## config.mk

```make
export PLATFORM = sky130hd
export DESIGN_NAME = byte_io_ctrl
export DESIGN_NICKNAME = d
export VERILOG_FILES = /design/src/verilog/byte_io_pkg.sv /design/src/verilog/byte_io_ctrl.sv /design/src/verilog/step_timer.sv
export VERILOG_INCLUDE_DIRS = /design/src /design/src/verilog
export SDC_FILE = /design/constraint.sdc
export NUM_CORES = 1
export LEC_CHECK = 0
export ABC_AREA = 0
export BUFFER_PORTS_ARGS = -buffer_cell sky130_fd_sc_hd__buf_4
export CAP_MARGIN = 20
export CELL_PAD_IN_SITES_DETAIL_PLACEMENT = 0
export CELL_PAD_IN_SITES_GLOBAL_PLACEMENT = 2
export CORE_ASPECT_RATIO = 0.75
export CORE_MARGIN = 2
export CORE_UTILIZATION = 22
export CTS_CLUSTER_DIAMETER = 120
export CTS_CLUSTER_SIZE = 16
export DETAILED_ROUTE_END_ITERATION = 7
export PLACE_DENSITY_LB_ADDON = 0.12
export SLEW_MARGIN = 25
export SYNTH_ARGS = -nofsm -noshare
export SYNTH_HDL_FRONTEND = slang
export SYNTH_SLANG_ARGS = --single-unit
```

## constraint.sdc

```tcl
create_clock -name clk_sys -period 1.8 [get_ports clk_sys]
set_input_delay 0.54 -clock clk_sys [delete_from_list [all_inputs] [get_ports clk_sys]]
set_output_delay 0.54 -clock clk_sys [all_outputs]
set_load 0.01 [all_outputs]
```

## src/verilog/byte_io_cfg.svh

```systemverilog
// Functional notes
// - Mode register is exactly three bits
// - One idle, three output, four input modes
// - Space mode withdraws serial idle current
// - Mode loads only on opcode 7 command
// - c 8-F copies low c bits
// - Mode decoded onto bus control lines
// - c0 nop, c1 sense, c2 shift four
// - c4 supplies internal status as data
// - c7 enters console switches zero-seven
// - Each microstep takes 200 ns
// - c8 clears mode to idle
// - Mode MSB is the input indicator
// - Source is input bus or T
`ifndef BYTE_IO_CFG_SVH
`define BYTE_IO_CFG_SVH

// ----------------------------------------------------------------
// Timing
// ----------------------------------------------------------------
`define CLK_PERIOD_PS   4000
`define STEP_TIME_NS    200
`define STEP_CYCLES     ((`STEP_TIME_NS * 1000) / `CLK_PERIOD_PS)

// ----------------------------------------------------------------
// Command word fields
// ----------------------------------------------------------------
`define OPC_CONTROL     4'h7
`define C_NOP           4'h0
`define C_SENSE         4'h1
`define C_SHIFT4        4'h2
`define C_STATUS        4'h4
`define C_CONSOLE       4'h7
`define C_EXT_BIT       2
`define C_EXT_POS       3
`define SHIFT_AMOUNT    4

// ----------------------------------------------------------------
// Modes
// ----------------------------------------------------------------
`define MODE_IDLE       3'h0
`define MODE_SPACE      3'h3
`define MODE_INFLAG_POS 2
`define MODE_RESET      3'h0

`endif

```

## src/verilog/byte_io_pkg.sv

```systemverilog
package byte_io_pkg;

  typedef logic [2:0] mode_t;
  typedef logic [7:0] strobe_t;
  typedef logic [7:0] byte_t;

  typedef struct packed {
    logic [3:0] opcode;
    logic [3:0] file;
    logic [3:0] cfield;
    logic       inhibit;
    logic [2:0] dest;
  } cmd_t;

  typedef struct packed {
    logic       valid;
    byte_t      data;
    logic [3:0] file;
    logic [2:0] dest;
    logic       inhibit;
  } result_t;

  typedef struct packed {
    mode_t   mode;
    strobe_t strobe;
    logic    space;
    logic    inFlag;
    logic    taken;
    result_t res;
  } ctrl_state_t;

  typedef struct packed {
    logic [7:0] count;
    logic       tick;
  } step_state_t;

endpackage

```

## src/verilog/byte_io_ctrl.sv

```systemverilog
`timescale 1ns/1ps
`default_nettype none
`include "byte_io_cfg.svh"
module byte_io_ctrl
  import byte_io_pkg::*;
#(
  parameter int STEP_CYCLES = `STEP_CYCLES
) (
  input  wire logic    clk_sys,
  input  wire logic    rst,
  input  wire cmd_t    cmdIn,
  input  wire logic    cmdValid,
  input  wire byte_t   tRegIn,
  input  wire byte_t   fileIn,
  input  wire byte_t   inBusIn,
  input  wire byte_t   senseSwIn,
  input  wire byte_t   statusIn,
  input  wire byte_t   consoleSwIn,
  output var  logic    cmdTaken,
  output var  mode_t   ioMode,
  output var  strobe_t ioStrobe,
  output var  logic    spaceOut,
  output var  logic    inputFlag,
  output var  result_t result
);

  generate
    if (STEP_CYCLES < 2) begin : g_chk
      $error("byte_io_ctrl: STEP_CYCLES must be at least 2");
    end
  endgenerate

  // ----------------------------------------------------------------
  // Decoding helpers
  // ----------------------------------------------------------------
  function automatic strobe_t modeStrobes(input mode_t m);
    modeStrobes = strobe_t'(8'h01 << m);
  endfunction

  function automatic logic isControl(input cmd_t c);
    isControl = (c.opcode == `OPC_CONTROL);
  endfunction

  function automatic logic isExternal(input cmd_t c);
    isExternal = isControl(c) && c.cfield[`C_EXT_POS];
  endfunction

  // ----------------------------------------------------------------
  // Step sequencing
  // ----------------------------------------------------------------
  logic stepTick;

  step_timer #(
    .STEP_CYCLES (STEP_CYCLES)
  ) u_step (
    .clk_sys  (clk_sys),
    .rst      (rst),
    .stepTick (stepTick)
  );

  logic accept;
  assign accept = stepTick && cmdValid;

  ctrl_state_t state_reg;
  ctrl_state_t state_next;

  // ----------------------------------------------------------------
  // Command execution
  // ----------------------------------------------------------------
  always_comb begin
    state_next = state_reg;
    state_next.taken = 1'b0;
    state_next.res.valid = 1'b0;
    if (accept) begin
      state_next.taken = 1'b1;
      if (isControl(cmdIn)) begin
        state_next.res.file = cmdIn.file;
        state_next.res.dest = cmdIn.dest;
        state_next.res.inhibit = cmdIn.inhibit;
        if (cmdIn.cfield[`C_EXT_POS]) begin
          state_next.mode = cmdIn.cfield[`C_EXT_BIT:0];
          state_next.res.valid = 1'b1;
          if (state_reg.inFlag) begin
            state_next.res.data = inBusIn;
          end else begin
            state_next.res.data = tRegIn;
          end
        end else begin
          case (cmdIn.cfield)
            `C_NOP: begin
              state_next.res.valid = 1'b0;
            end
            `C_SENSE: begin
              state_next.res.valid = 1'b1;
              state_next.res.data = senseSwIn;
            end
            `C_SHIFT4: begin
              state_next.res.valid = 1'b1;
              state_next.res.data = fileIn >> `SHIFT_AMOUNT;
            end
            `C_STATUS: begin
              state_next.res.valid = 1'b1;
              state_next.res.data = statusIn;
            end
            `C_CONSOLE: begin
              state_next.res.valid = 1'b1;
              state_next.res.data = consoleSwIn;
            end
            default: begin
              state_next.res.valid = 1'b0;
            end
          endcase
        end
      end
    end
    state_next.strobe = modeStrobes(state_next.mode);
    state_next.space = (state_next.mode == `MODE_SPACE);
    state_next.inFlag = state_next.mode[`MODE_INFLAG_POS];
  end

  always_ff @(posedge clk_sys) begin
    if (rst) begin
      state_reg <= '0;
      state_reg.mode <= `MODE_RESET;
      state_reg.strobe <= modeStrobes(`MODE_RESET);
    end else begin
      state_reg <= state_next;
    end
  end

  // ----------------------------------------------------------------
  // Outputs
  // ----------------------------------------------------------------
  assign cmdTaken = state_reg.taken;
  assign ioMode = state_reg.mode;
  assign ioStrobe = state_reg.strobe;
  assign spaceOut = state_reg.space;
  assign inputFlag = state_reg.inFlag;
  assign result = state_reg.res;

  // ----------------------------------------------------------------
  // Checks
  // ----------------------------------------------------------------
  logic [15:0] sinceTick;
  logic        seenTick;

  always_ff @(posedge clk_sys) begin
    if (rst) begin
      sinceTick <= 16'h0000;
      seenTick <= 1'b0;
    end else if (stepTick) begin
      sinceTick <= 16'h0001;
      seenTick <= 1'b1;
    end else begin
      sinceTick <= sinceTick + 16'h0001;
    end
  end
endmodule
`default_nettype wire

```

## src/verilog/step_timer.sv

```systemverilog
`timescale 1ns/1ps
`default_nettype none
`include "byte_io_cfg.svh"
module step_timer
  import byte_io_pkg::*;
#(
  parameter int STEP_CYCLES = `STEP_CYCLES
) (
  input  wire logic clk_sys,
  input  wire logic rst,
  output var  logic stepTick
);

  generate
    if (STEP_CYCLES < 2 || STEP_CYCLES > 255) begin : g_chk
      $error("step_timer: STEP_CYCLES out of range");
    end
  endgenerate

  localparam logic [7:0] LAST = 8'(STEP_CYCLES - 1);

  step_state_t state_reg;
  step_state_t state_next;

  // ----------------------------------------------------------------
  // Step counter
  // ----------------------------------------------------------------
  always_comb begin
    state_next = state_reg;
    state_next.tick = 1'b0;
    if (state_reg.count == LAST) begin
      state_next.count = 8'h00;
      state_next.tick = 1'b1;
    end else begin
      state_next.count = state_reg.count + 8'h01;
    end
  end

  always_ff @(posedge clk_sys) begin
    if (rst) begin
      state_reg <= '0;
    end else begin
      state_reg <= state_next;
    end
  end

  assign stepTick = state_reg.tick;

endmodule
`default_nettype wire
```

==> results of run 1 <==
==> synthesized netlist by cell type, types with 5 or more instances <==
| cell type | n | area [um^2] |
|---|---|---|
| a211oi_1 | 5 | 37.5 |
| a221oi_1 | 5 | 43.8 |
| a22o_1 | 5 | 43.8 |
| clkbuf_1 | 6 | 22.5 |
| dfxtp_1 | 39 | 781 |
| inv_1 | 5 | 18.8 |
| mux2i_1 | 17 | 170 |
| nand2_1 | 8 | 30.0 |
| nand2b_1 | 7 | 43.8 |
| nor2_1 | 32 | 120 |
| nor2b_1 | 5 | 31.3 |
| nor3b_1 | 5 | 37.5 |
| o21a_1 | 6 | 45.0 |
==> routing by layer <==
metal	GRT usage (%)	wire, um
met4	4.09	89
met2	19.4	2550
met3	3.18	253
met1	17.2	2790
met5	0	0
==> area by class of cell <==
type	count	area, um^2	share of cell area (%)
Multi-Input combinational cell	145	1030	34.3
Timing Repair Buffer	112	853	28.5
Sequential cell	39	781	26.1
Clock buffer	6	139	4.64
Tap cell	108	135	4.52
Clock inverter	2	35.0	1.17
Inverter	6	22.5	0.753
==> kinds of logic after synthesis <==
group / count (synthesis) / share of synthesized area (%)
mux: 21 / 11.4
fa+ha+maj: 2 / 1.33
buf+inv: 17 / 4.18
compound gates: 40 / 17.4
flops: 39 / 41.4
xor+xnor: 8 / 4.45
simple gates: 74 / 19.8
==> power breakdown <==
part	internal [mW]	switching (mW)	leakage, nW
Clock	0.688	0.329	0.0868
Combinational	0.157	0.105	0.880
Sequential	0.869	0.00591	0.315
Total	1.71	0.440	1.28
==> worst register-to-register path: stages (launching register included) <==
cell and delay (ps):
dfxtp_1 570, mux2i_1 290, o22ai_1 120, a221oi_1 250, a211oi_1 120
==> stage by stage <==
stage                     power (mW)  TNS [ps]
after detailed placement        1.16      -626
after global placement          1.16      -614
after CTS                       2.18         0
after global routing            2.25         0
final                           2.15         0
after floorplan                 1.00         0
==> worst paths after layout <==
path	start	to	slack, ps	cells past startpoint
setup / recovery	cmdIn[5]	result[11]$_SDFFE_PP0P_	170	6
setup reg to reg	ioMode[2]$_SDFF_PP0_	result[9]$_SDFFE_PP0P_	310	4
hold / removal	u_step.state_reg[1]$_SDFF_PP0_	u_step.state_reg[1]$_SDFF_PP0_	480	1
hold reg to reg	u_step.state_reg[1]$_SDFF_PP0_	u_step.state_reg[1]$_SDFF_PP0_	480	1
==> run_results.csv, run 1 <==
group,metric,value,unit
timing,hold_violations,0,
final_layout,layout.cells.non_filler,418,
timing,worstMarginPinSlew,422,ps
timing,clock.fmax,0.613,GHz
route,drt_iter0_markers,45,
final_layout,num-fill-cells,854,
cts,post_cts.repair.setup_buffers,0,
placed_design,dp_slack,-96.2,ps
final_layout,finish.net_count,378,
grt,grt-ovfl-total,0,
grt,number_of_global_route_vias_before_repair,1871,
synth,number_of_flops_mapped_to_enable_cells_by_yosys,0,
placed_design,numPortBuffers,93,
worst_setup_path,crit_fanout,11,
placed_design,hpwl,4540,um
worst_setup_path,worst-setup-path-type,"in2reg",
route,vias,1840,
worst_setup_path,cp-end-kind,"flop",
synth,synthFlopType,"dfxtp_1",
final_layout,mostFrequentLayoutCell,"buf_4",
cts,clk_path_buf_depth,2,
final_layout,final_core_util,35.7,%
synth,synth-seq-cells,39,
floorplan,top_level_ports,98,
final_layout,most-common-layout-cells,"buf_4 (111), dfxtp_1 (39), nor2_1 (32)",
floorplan,core-area,0.00838,mm^2
timing,hold-worst-slack,475,ps
floorplan,dieWidth,111,um
cts,insertion_delay,280,ps
synth,synth.cell_area,0.00189,mm^2
grt,grt_max_degree,35,
placed_design,numPlacedInstances,410,
power_and_ir_drop,p_per_area,720,mW/mm^2
placed_design,place_congestion,0.696,
worst_setup_path,cp_slowest_stage_delay,380,ps
status,status,"finished, final reports clean",
synth,yosysSeqAreaShare,41.4,%
route,detailedRoute.firstPassIterationCount,4,
route,detail-route-antenna-nets,0,
final_layout,finished_layout_cell_area,0.00299,mm^2
timing,finalClockSkew,3.43,ps
cts,tritoncts.num_buffers,5,
power_and_ir_drop,vdd.ir_drop.worst,0.332,mV
synth,synth.avg_cell_area,9.38,um^2
route,route.detailed.wl_per_inst,13.6,um
final_layout,share_of_cells_above_drive_strength_1,41.0,%
cts,cts_num_sinks,39,
cts,count_of_cells_resized_by_post_cts_repair,0,
worst_setup_path,critical_path.top_delay_family,"compound AO/OA/AOI/OAI gates",
worst_setup_path,worst_path_most_repeated_cell,"buf_4",
route,drt-vias-per-instance,4.40,
route,finalWirelength,5690,um
placed_design,placedInstanceArea,0.00282,mm^2
power_and_ir_drop,leakage_power,1.28,nW
cts,post_cts_hold_buffer_count,0,
timing,post-route-min-period,1630,ps
worst_setup_path,worstSetupStartpointType,"input port",
worst_setup_path,critical_path_required,1990,ps
worst_setup_path,critical_path_buf_inv_count,2,
synth,synth_cells,201,
hold_path,worst_min_delay_path_class,"reg2reg",
cts,cts-root-buf,"clkbuf_16",
final_layout,largest_register_ff_count,17,
grt,grt_antenna_before_repair,0,
synth,post_synth_num_cell_types,43,
timing,finalWorstSetupSlack,168,ps
route,drc,0,
floorplan,floorplan.die_area,0.00934,mm^2
final_layout,antenna_cells_inserted,0,
timing,final_max_slew_viol_count,0,
timing,rsz0062_at_grt,"no",
floorplan,starting_utilization_of_the_core_area,22.5,%
grt,grt.total_usage,12.5,%
floorplan,floorplan.die.height,84.2,um
final_layout,flow.area_growth_from_synthesis,58.7,%
synth,mappedNetlistNets,270,
timing,finalSetupViolations,0,
timing,fin_crit_sh,90.7,%
synth,async_flop_share,0,%
floorplan,placement_row_count,29,
worst_setup_path,crit_path_top_delay_cell,"xnor3_1",
cts,post_cts_clock_slew_at_the_launch_and_capture_registers_of_the_worst_setup_and_hold_paths,60,ps
cts,cts_tree,"done",
worst_setup_path,cp.arrival,1820,ps
worst_setup_path,critical_path.cell_chain,"buf_4, xnor3_1, a211oi_4, buf_4, nor2_1, a211oi_1",
grt,grt_first_pass_wirelength,9290,um
synth,yosysWarningCount,0,
timing,maxSlewHeadroom,71.6,%
job,maxCapViolCount,0,
cts,cts_htree_levels,2,
(Power assumes the default switching activity.)
==> inputs of run 2 (changes only) <==
--- a/config.mk
+++ b/config.mk
@@ -9,11 +9,9 @@
 export ABC_AREA = 0
 export BUFFER_PORTS_ARGS = -buffer_cell sky130_fd_sc_hd__buf_4
 export CAP_MARGIN = 20
-export CELL_PAD_IN_SITES_DETAIL_PLACEMENT = 0
-export CELL_PAD_IN_SITES_GLOBAL_PLACEMENT = 2
 export CORE_ASPECT_RATIO = 0.75
 export CORE_MARGIN = 2
-export CORE_UTILIZATION = 22
+export CORE_UTILIZATION = 35
 export CTS_CLUSTER_DIAMETER = 120
 export CTS_CLUSTER_SIZE = 16
 export DETAILED_ROUTE_END_ITERATION = 7
==> run 2 against run 1 <==
Wire length down 8.8%; cell count down 8.1%; critical path depth down 4; die area down 36%; global-route usage up 5.7 points; cell area down 3.6%; sequential power about the same; register-to-register slack better by 120 ps; critical path type is now reg2out; clock-buffer cell count down 1; largest power group is now registers; sequential cell count unchanged; worst hold slack better by 9.8 ps.
==> run_results.csv, run 2 (synthesis results as in run 1) <==
group,metric,value,unit
route,drt_iter0_markers,71,
timing,clock.fmax,0.626,GHz
placed_design,dp_slack,-80.0,ps
power_and_ir_drop,p_clk_share,39.1,%
cts,cts_htree_levels,2,
timing,final_max_slew_viol_count,0,
cts,cts-root-buf,"clkbuf_8",
route,route.detailed.wl_per_inst,13.5,um
cts,tritoncts.num_buffers,5,
timing,finalSetupViolations,0,
timing,rsz0062_at_grt,"no",
cts,insertion_delay,290,ps
cts,cts_num_sinks,39,
floorplan,core-area,0.00527,mm^2
power_and_ir_drop,switching_share,22.7,%
hold_path,worstHoldPathCells,3,
worst_setup_path,critical_path.endpoint,"inputFlag",
final_layout,flow.area_growth_from_synthesis,52.9,%
power_and_ir_drop,combPwrFrac,13.8,%
grt,grt_util_met2,27.3,%
placed_design,placedInstanceArea,0.00277,mm^2
final_layout,share_of_cells_above_drive_strength_1,41.1,%
status,status,"finished, final reports clean",
cts,cts_tree,"done",
placed_design,hpwl,4100,um
final_layout,num-fill-cells,505,
timing,hold-worst-slack,485,ps
final_layout,finished_layout_cell_area,0.00288,mm^2
floorplan,dieWidth,88.8,um
placed_design,place_congestion,0.850,
power_and_ir_drop,power_frac_seq,47.1,%
power_and_ir_drop,post-layout-total-power,1.86,mW
timing,worstMarginPinSlew,369,ps
floorplan,starting_utilization_of_the_core_area,35.8,%
cts,clk_path_buf_depth,2,
cts,post_cts_clock_slew_at_the_launch_and_capture_registers_of_the_worst_setup_and_hold_paths,80,ps
floorplan,floorplan.die.height,67.6,um
route,vias,1850,
worst_setup_path,worst-setup-path-type,"reg2out",
worst_setup_path,worstReg2RegEnd,"result[10]$_SDFFE_PP0P_",
grt,grt-ovfl-total,0,
grt,grt_max_degree,35,
timing,maxSlewHeadroom,75.2,%
floorplan,top_level_ports,98,
route,drc,0,
final_layout,final_core_util,54.7,%
worst_setup_path,reg2reg_setup_slack,430,ps
power_and_ir_drop,p_per_area,644,mW/mm^2
timing,finalWorstSetupSlack,203,ps
power_and_ir_drop,p_switching,0.422,mW
worst_setup_path,cp.arrival,1060,ps
route,detailedRoute.firstPassIterationCount,4,
grt,grt.total_usage,18.2,%
grt,grt-busiest-layer,"met2",
grt,grt_first_pass_wirelength,8430,um
power_and_ir_drop,vdd.ir_drop.worst,0.374,mV
worst_setup_path,worst_r2r_path_depth,4,
grt,gr-usage-met1,26.0,%
cts,post_cts_hold_buffer_count,0,
grt,grt_antenna_before_repair,0,
placed_design,numPortBuffers,93,
timing,hold_violations,0,
route,finalWirelength,5190,um
timing,post-route-min-period,1600,ps
worst_setup_path,crit_fanout,7,
power_and_ir_drop,leakage_power,1.25,nW
timing,finalClockSkew,7.52,ps
grt,number_of_global_route_vias_before_repair,1727,
timing,fin_crit_sh,88.7,%
worst_setup_path,setup.worst_path.start,"ioMode[2]$_SDFF_PP0_",
floorplan,placement_row_count,23,
final_layout,largest_register_ff_count,17,
final_layout,finish.net_count,377,
worst_setup_path,worstSetupStartpointType,"flop",
worst_setup_path,timing.rr.start,"ioMode[2]$_SDFF_PP0_",
worst_setup_path,critical_path_required,1260,ps
job,maxCapViolCount,0,
route,drt-vias-per-instance,4.82,
route,detail-route-antenna-nets,0,
power_and_ir_drop,internal-power,1.43,mW
floorplan,floorplan.die_area,0.00600,mm^2
final_layout,most-common-layout-cells,"buf_4 (110), dfxtp_1 (38), nor2_1 (32)",
grt,global_route.usage.met3,4.40,%
final_layout,antenna_cells_inserted,0,
worst_setup_path,cp-end-kind,"output pin",
hold_path,worst_min_delay_path_class,"in2reg",
final_layout,mostFrequentLayoutCell,"buf_4",
-- run 2: changes by cell type in the layout (fill, tap and decap cells not counted), sizes merged --
cell,before,now
buf,112,111
clkbuf,6,5
clkinv,2,3
-- run 2: routing by layer --
| metal | vias to the layer above | wire, um |
|---|---|---|
| met5 | - | 0 |
| met4 | 0 | 63 |
| met1 | 851 | 2530 |
| met3 | 6 | 282 |
| met2 | 48 | 2320 |
| li1 | 945 | - |
-- run 2: stage by stage --
step	TNS, ps	instances
after floorplan	0	201
after global placement	-309	376
after detailed placement	-471	376
after CTS	0	384
after global routing	0	384
final	0	384
-- run 2: power by group through the flow --
stage | Sequential (mW) | Clock (mW) | Combinational, mW
2_1_floorplan | 0.893 | 0 | 0.109
3_3_place_gp | 0.894 | 0 | 0.254
3_5_place_dp | 0.894 | 0 | 0.256
4_1_cts | 0.874 | 0.747 | 0.257
5_1_grt | 0.876 | 0.790 | 0.279
6_report | 0.874 | 0.726 | 0.256
-- run 2: how the worst min path moves through the flow --
| stage | start | endpoint | slack, ps |
|---|---|---|---|
| after floorplan | u_step.state_reg[1]$_SDFF_PP0_ | u_step.state_reg[1]$_SDFF_PP0_ | 440 |
| after global placement | result[12]$_SDFFE_PP0P_ | result[12]$_SDFFE_PP0P_ | 470 |
| after detailed placement | u_step.state_reg[1]$_SDFF_PP0_ | u_step.state_reg[1]$_SDFF_PP0_ | 480 |
| after CTS | cmdIn[8] | result[4]$_SDFFE_PP0P_ | 480 |
| after global routing | cmdIn[8] | result[4]$_SDFFE_PP0P_ | 480 |
| final | cmdIn[10] | result[6]$_SDFFE_PP0P_ | 490 |
-- run 2: worst max-delay path, stage by stage (launching register included) --
cell	delay (ps)
dfxtp_2	460
buf_4	190
buf_4	120
-- run 2: final cells by class --
cell class                 count  area (um^2)  share of cell area, %
clock buffer                   5         68.8                   2.39
clock inverter                 3         43.8                   1.52
inverter                       6         22.5                  0.781
multi-input combinational    145         1030                   35.6
sequential                    39          782                   27.1
tap                           75         93.8                   3.26
timing repair buffer         111          846                   29.3
-- run 2: timing repair --
item | 4_1_cts | 5_1_grt
resized for setup | 0 | 1
buffers inserted | 0 | 0
setup endpoints to repair | 0 | 2
==> inputs of run 3 (changes only) <==
--- a/config.mk
+++ b/config.mk
@@ -15,6 +15,7 @@
 export CTS_CLUSTER_DIAMETER = 120
 export CTS_CLUSTER_SIZE = 16
 export DETAILED_ROUTE_END_ITERATION = 7
+export MAX_ROUTING_LAYER = met4
 export PLACE_DENSITY_LB_ADDON = 0.12
 export SLEW_MARGIN = 25
 export SYNTH_ARGS = -nofsm -noshare
==> run 3 against run 2 <==
Global-route usage is 0.53 points higher; clock power hardly changed; die area stayed put; first-iteration DRC count is 8.5% lower; worst setup slack worse by 3.2 ps; combinational power hardly changed; critical path depth stayed put.
==> run_results.csv, run 3 (synthesis results as in run 1) <==
group,metric,value,unit
timing,rsz0062_at_grt,"no",
cts,cts_tree,"done",
cts,insertion_delay,290,ps
final_layout,regArea,782,um^2
timing,post-route-min-period,1600,ps
worst_setup_path,critical_path_required,1260,ps
worst_setup_path,worst-setup-path-type,"reg2out",
worst_setup_path,critical_path.cell_chain,"buf_4, buf_4",
route,route.detailed.wl_per_inst,13.5,um
worst_setup_path,worst_r2r_path_depth,4,
route,detail-route-antenna-nets,0,
worst_setup_path,cp_slowest_stage_delay,460,ps
floorplan,top_level_ports,98,
power_and_ir_drop,combPwrFrac,13.8,%
power_and_ir_drop,leakage_power,1.25,nW
power_and_ir_drop,p_switching,0.423,mW
floorplan,dieWidth,88.8,um
power_and_ir_drop,internal-power,1.43,mW
route,drt_iter0_markers,65,
route,detailedRoute.firstPassIterationCount,4,
worst_setup_path,worstReg2RegEnd,"result[10]$_SDFFE_PP0P_",
route,drt-vias-per-instance,4.88,
cts,post_cts.repair.setup_buffers,0,
timing,hold_violations,0,
job,maxCapViolCount,0,
grt,grt.total_usage,18.7,%
worst_setup_path,critical_path.endpoint,"inputFlag",
floorplan,floorplan.die.height,67.6,um
hold_path,worst_min_delay_path_class,"in2reg",
worst_setup_path,cp.arrival,1060,ps
final_layout,final_core_util,54.7,%
grt,grt_first_pass_wirelength,8420,um
worst_setup_path,timing.rr.start,"ioMode[2]$_SDFF_PP0_",
placed_design,numPlacedInstances,376,
final_layout,finish.net_count,377,
final_layout,most-common-layout-cells,"buf_4 (110), dfxtp_1 (38), nor2_1 (32)",
grt,grt_antenna_before_repair,0,
worst_setup_path,reg2reg_setup_slack,420,ps
worst_setup_path,setup.worst_path.start,"ioMode[2]$_SDFF_PP0_",
timing,finalClockSkew,8.25,ps
placed_design,hpwl,4100,um
final_layout,num-fill-cells,505,
route,drc,0,
power_and_ir_drop,switching_share,22.8,%
cts,clk_path_buf_depth,2,
grt,number_of_global_route_vias_before_repair,1733,
route,vias,1874,
final_layout,largest_register_ff_count,17,
placed_design,placedInstanceArea,0.00277,mm^2
floorplan,core-area,0.00527,mm^2
final_layout,finished_layout_cell_area,0.00288,mm^2
floorplan,floorplan.die_area,0.00600,mm^2
floorplan,placement_row_count,23,
timing,worstMarginPinSlew,369,ps
timing,final_max_slew_viol_count,0,
timing,fin_crit_sh,88.9,%
timing,fin_tns_setup,0,ps
worst_setup_path,worst_path_most_repeated_cell,"buf_4",
worst_setup_path,crit_path_top_delay_cell,"dfxtp_2",
timing,finalSetupViolations,0,
floorplan,starting_utilization_of_the_core_area,35.8,%
cts,cts_num_sinks,39,
cts,tritoncts.num_buffers,5,
final_layout,flow.area_growth_from_synthesis,52.9,%
power_and_ir_drop,p_per_area,644,mW/mm^2
worst_setup_path,cp-end-kind,"output pin",
cts,post_cts_clock_slew_at_the_launch_and_capture_registers_of_the_worst_setup_and_hold_paths,80,ps
cts,cts_htree_levels,2,
timing,clock.fmax,0.625,GHz
worst_setup_path,crit_fanout,7,
status,status,"finished, final reports clean",
grt,grt_max_degree,35,
final_layout,layout.cells.non_filler,384,
power_and_ir_drop,vdd.ir_drop.worst,0.374,mV
placed_design,place_congestion,0.864,
power_and_ir_drop,power_frac_seq,47.1,%
grt,grt-ovfl-total,0,
cts,count_of_cells_resized_by_post_cts_repair,0,
cts,post_cts_hold_buffer_count,0,
final_layout,mostFrequentLayoutCell,"buf_4",
timing,maxSlewHeadroom,75.1,%
power_and_ir_drop,p_clk_share,39.1,%
timing,hold-worst-slack,485,ps
route,finalWirelength,5170,um
final_layout,antenna_cells_inserted,0,
placed_design,numPortBuffers,93,
worst_setup_path,worstSetupStartpointType,"flop",
cts,cts-root-buf,"clkbuf_8",
final_layout,area_of_the_multi_input_gates,0.00103,mm^2
final_layout,share_of_cells_above_drive_strength_1,41.1,%
[run 3: power by group through the flow]
stage	registers (mW)	logic (mW)	clock network, mW
after floorplan	0.893	0.109	0
after global placement	0.894	0.254	0
after detailed placement	0.894	0.256	0
after CTS	0.874	0.257	0.747
after global routing	0.876	0.279	0.790
final	0.874	0.256	0.727
[run 3: metal layers]
layer | wire [um] | GRT usage, % | part of all wire [%] | up-vias
li1 | - | - | - | 944
met1 | 2520 | 26.2 | 49 | 877
met2 | 2360 | 27.3 | 46 | 47
met3 | 227 | 4.16 | 4.4 | 6
met4 | 64 | 4.73 | 1.2 | 0
met5 | 0 | - | 0 | -
[run 3: worst min-delay path by stage]
stage          cells after the start                      startpoint  slack, ps                             end
6_report                           3                       cmdIn[10]        490          result[6]$_SDFFE_PP0P_
4_1_cts                            3                        cmdIn[8]        480          result[4]$_SDFFE_PP0P_
3_5_place_dp                       1  u_step.state_reg[1]$_SDFF_PP0_        480  u_step.state_reg[1]$_SDFF_PP0_
2_1_floorplan                      1  u_step.state_reg[1]$_SDFF_PP0_        440  u_step.state_reg[1]$_SDFF_PP0_
3_3_place_gp                       2         result[12]$_SDFFE_PP0P_        470         result[12]$_SDFFE_PP0P_
5_1_grt                            3                        cmdIn[8]        480          result[4]$_SDFFE_PP0P_
[run 3: final cells by class]
type	count	area share [%]
multi-input combinational	145	35.6
timing repair buffer	111	29.3
sequential	39	27.1
tap	75	3.26
clock buffer	5	2.39
clock inverter	3	1.52
inverter	6	0.781
[run 3: through the flow]
stage	total power, mW	setup slack [ps]
3_5_place_dp	1.15	-80.0
3_3_place_gp	1.15	-55.1
6_report	1.86	200
4_1_cts	1.88	17.8
5_1_grt	1.95	95.3
2_1_floorplan	1.00	75.5
[run 3: worst max-delay path: cells and delay by family, from the launching register on]
kind     cells  cell delay, ps
buf+inv      2             310
flops        1             460
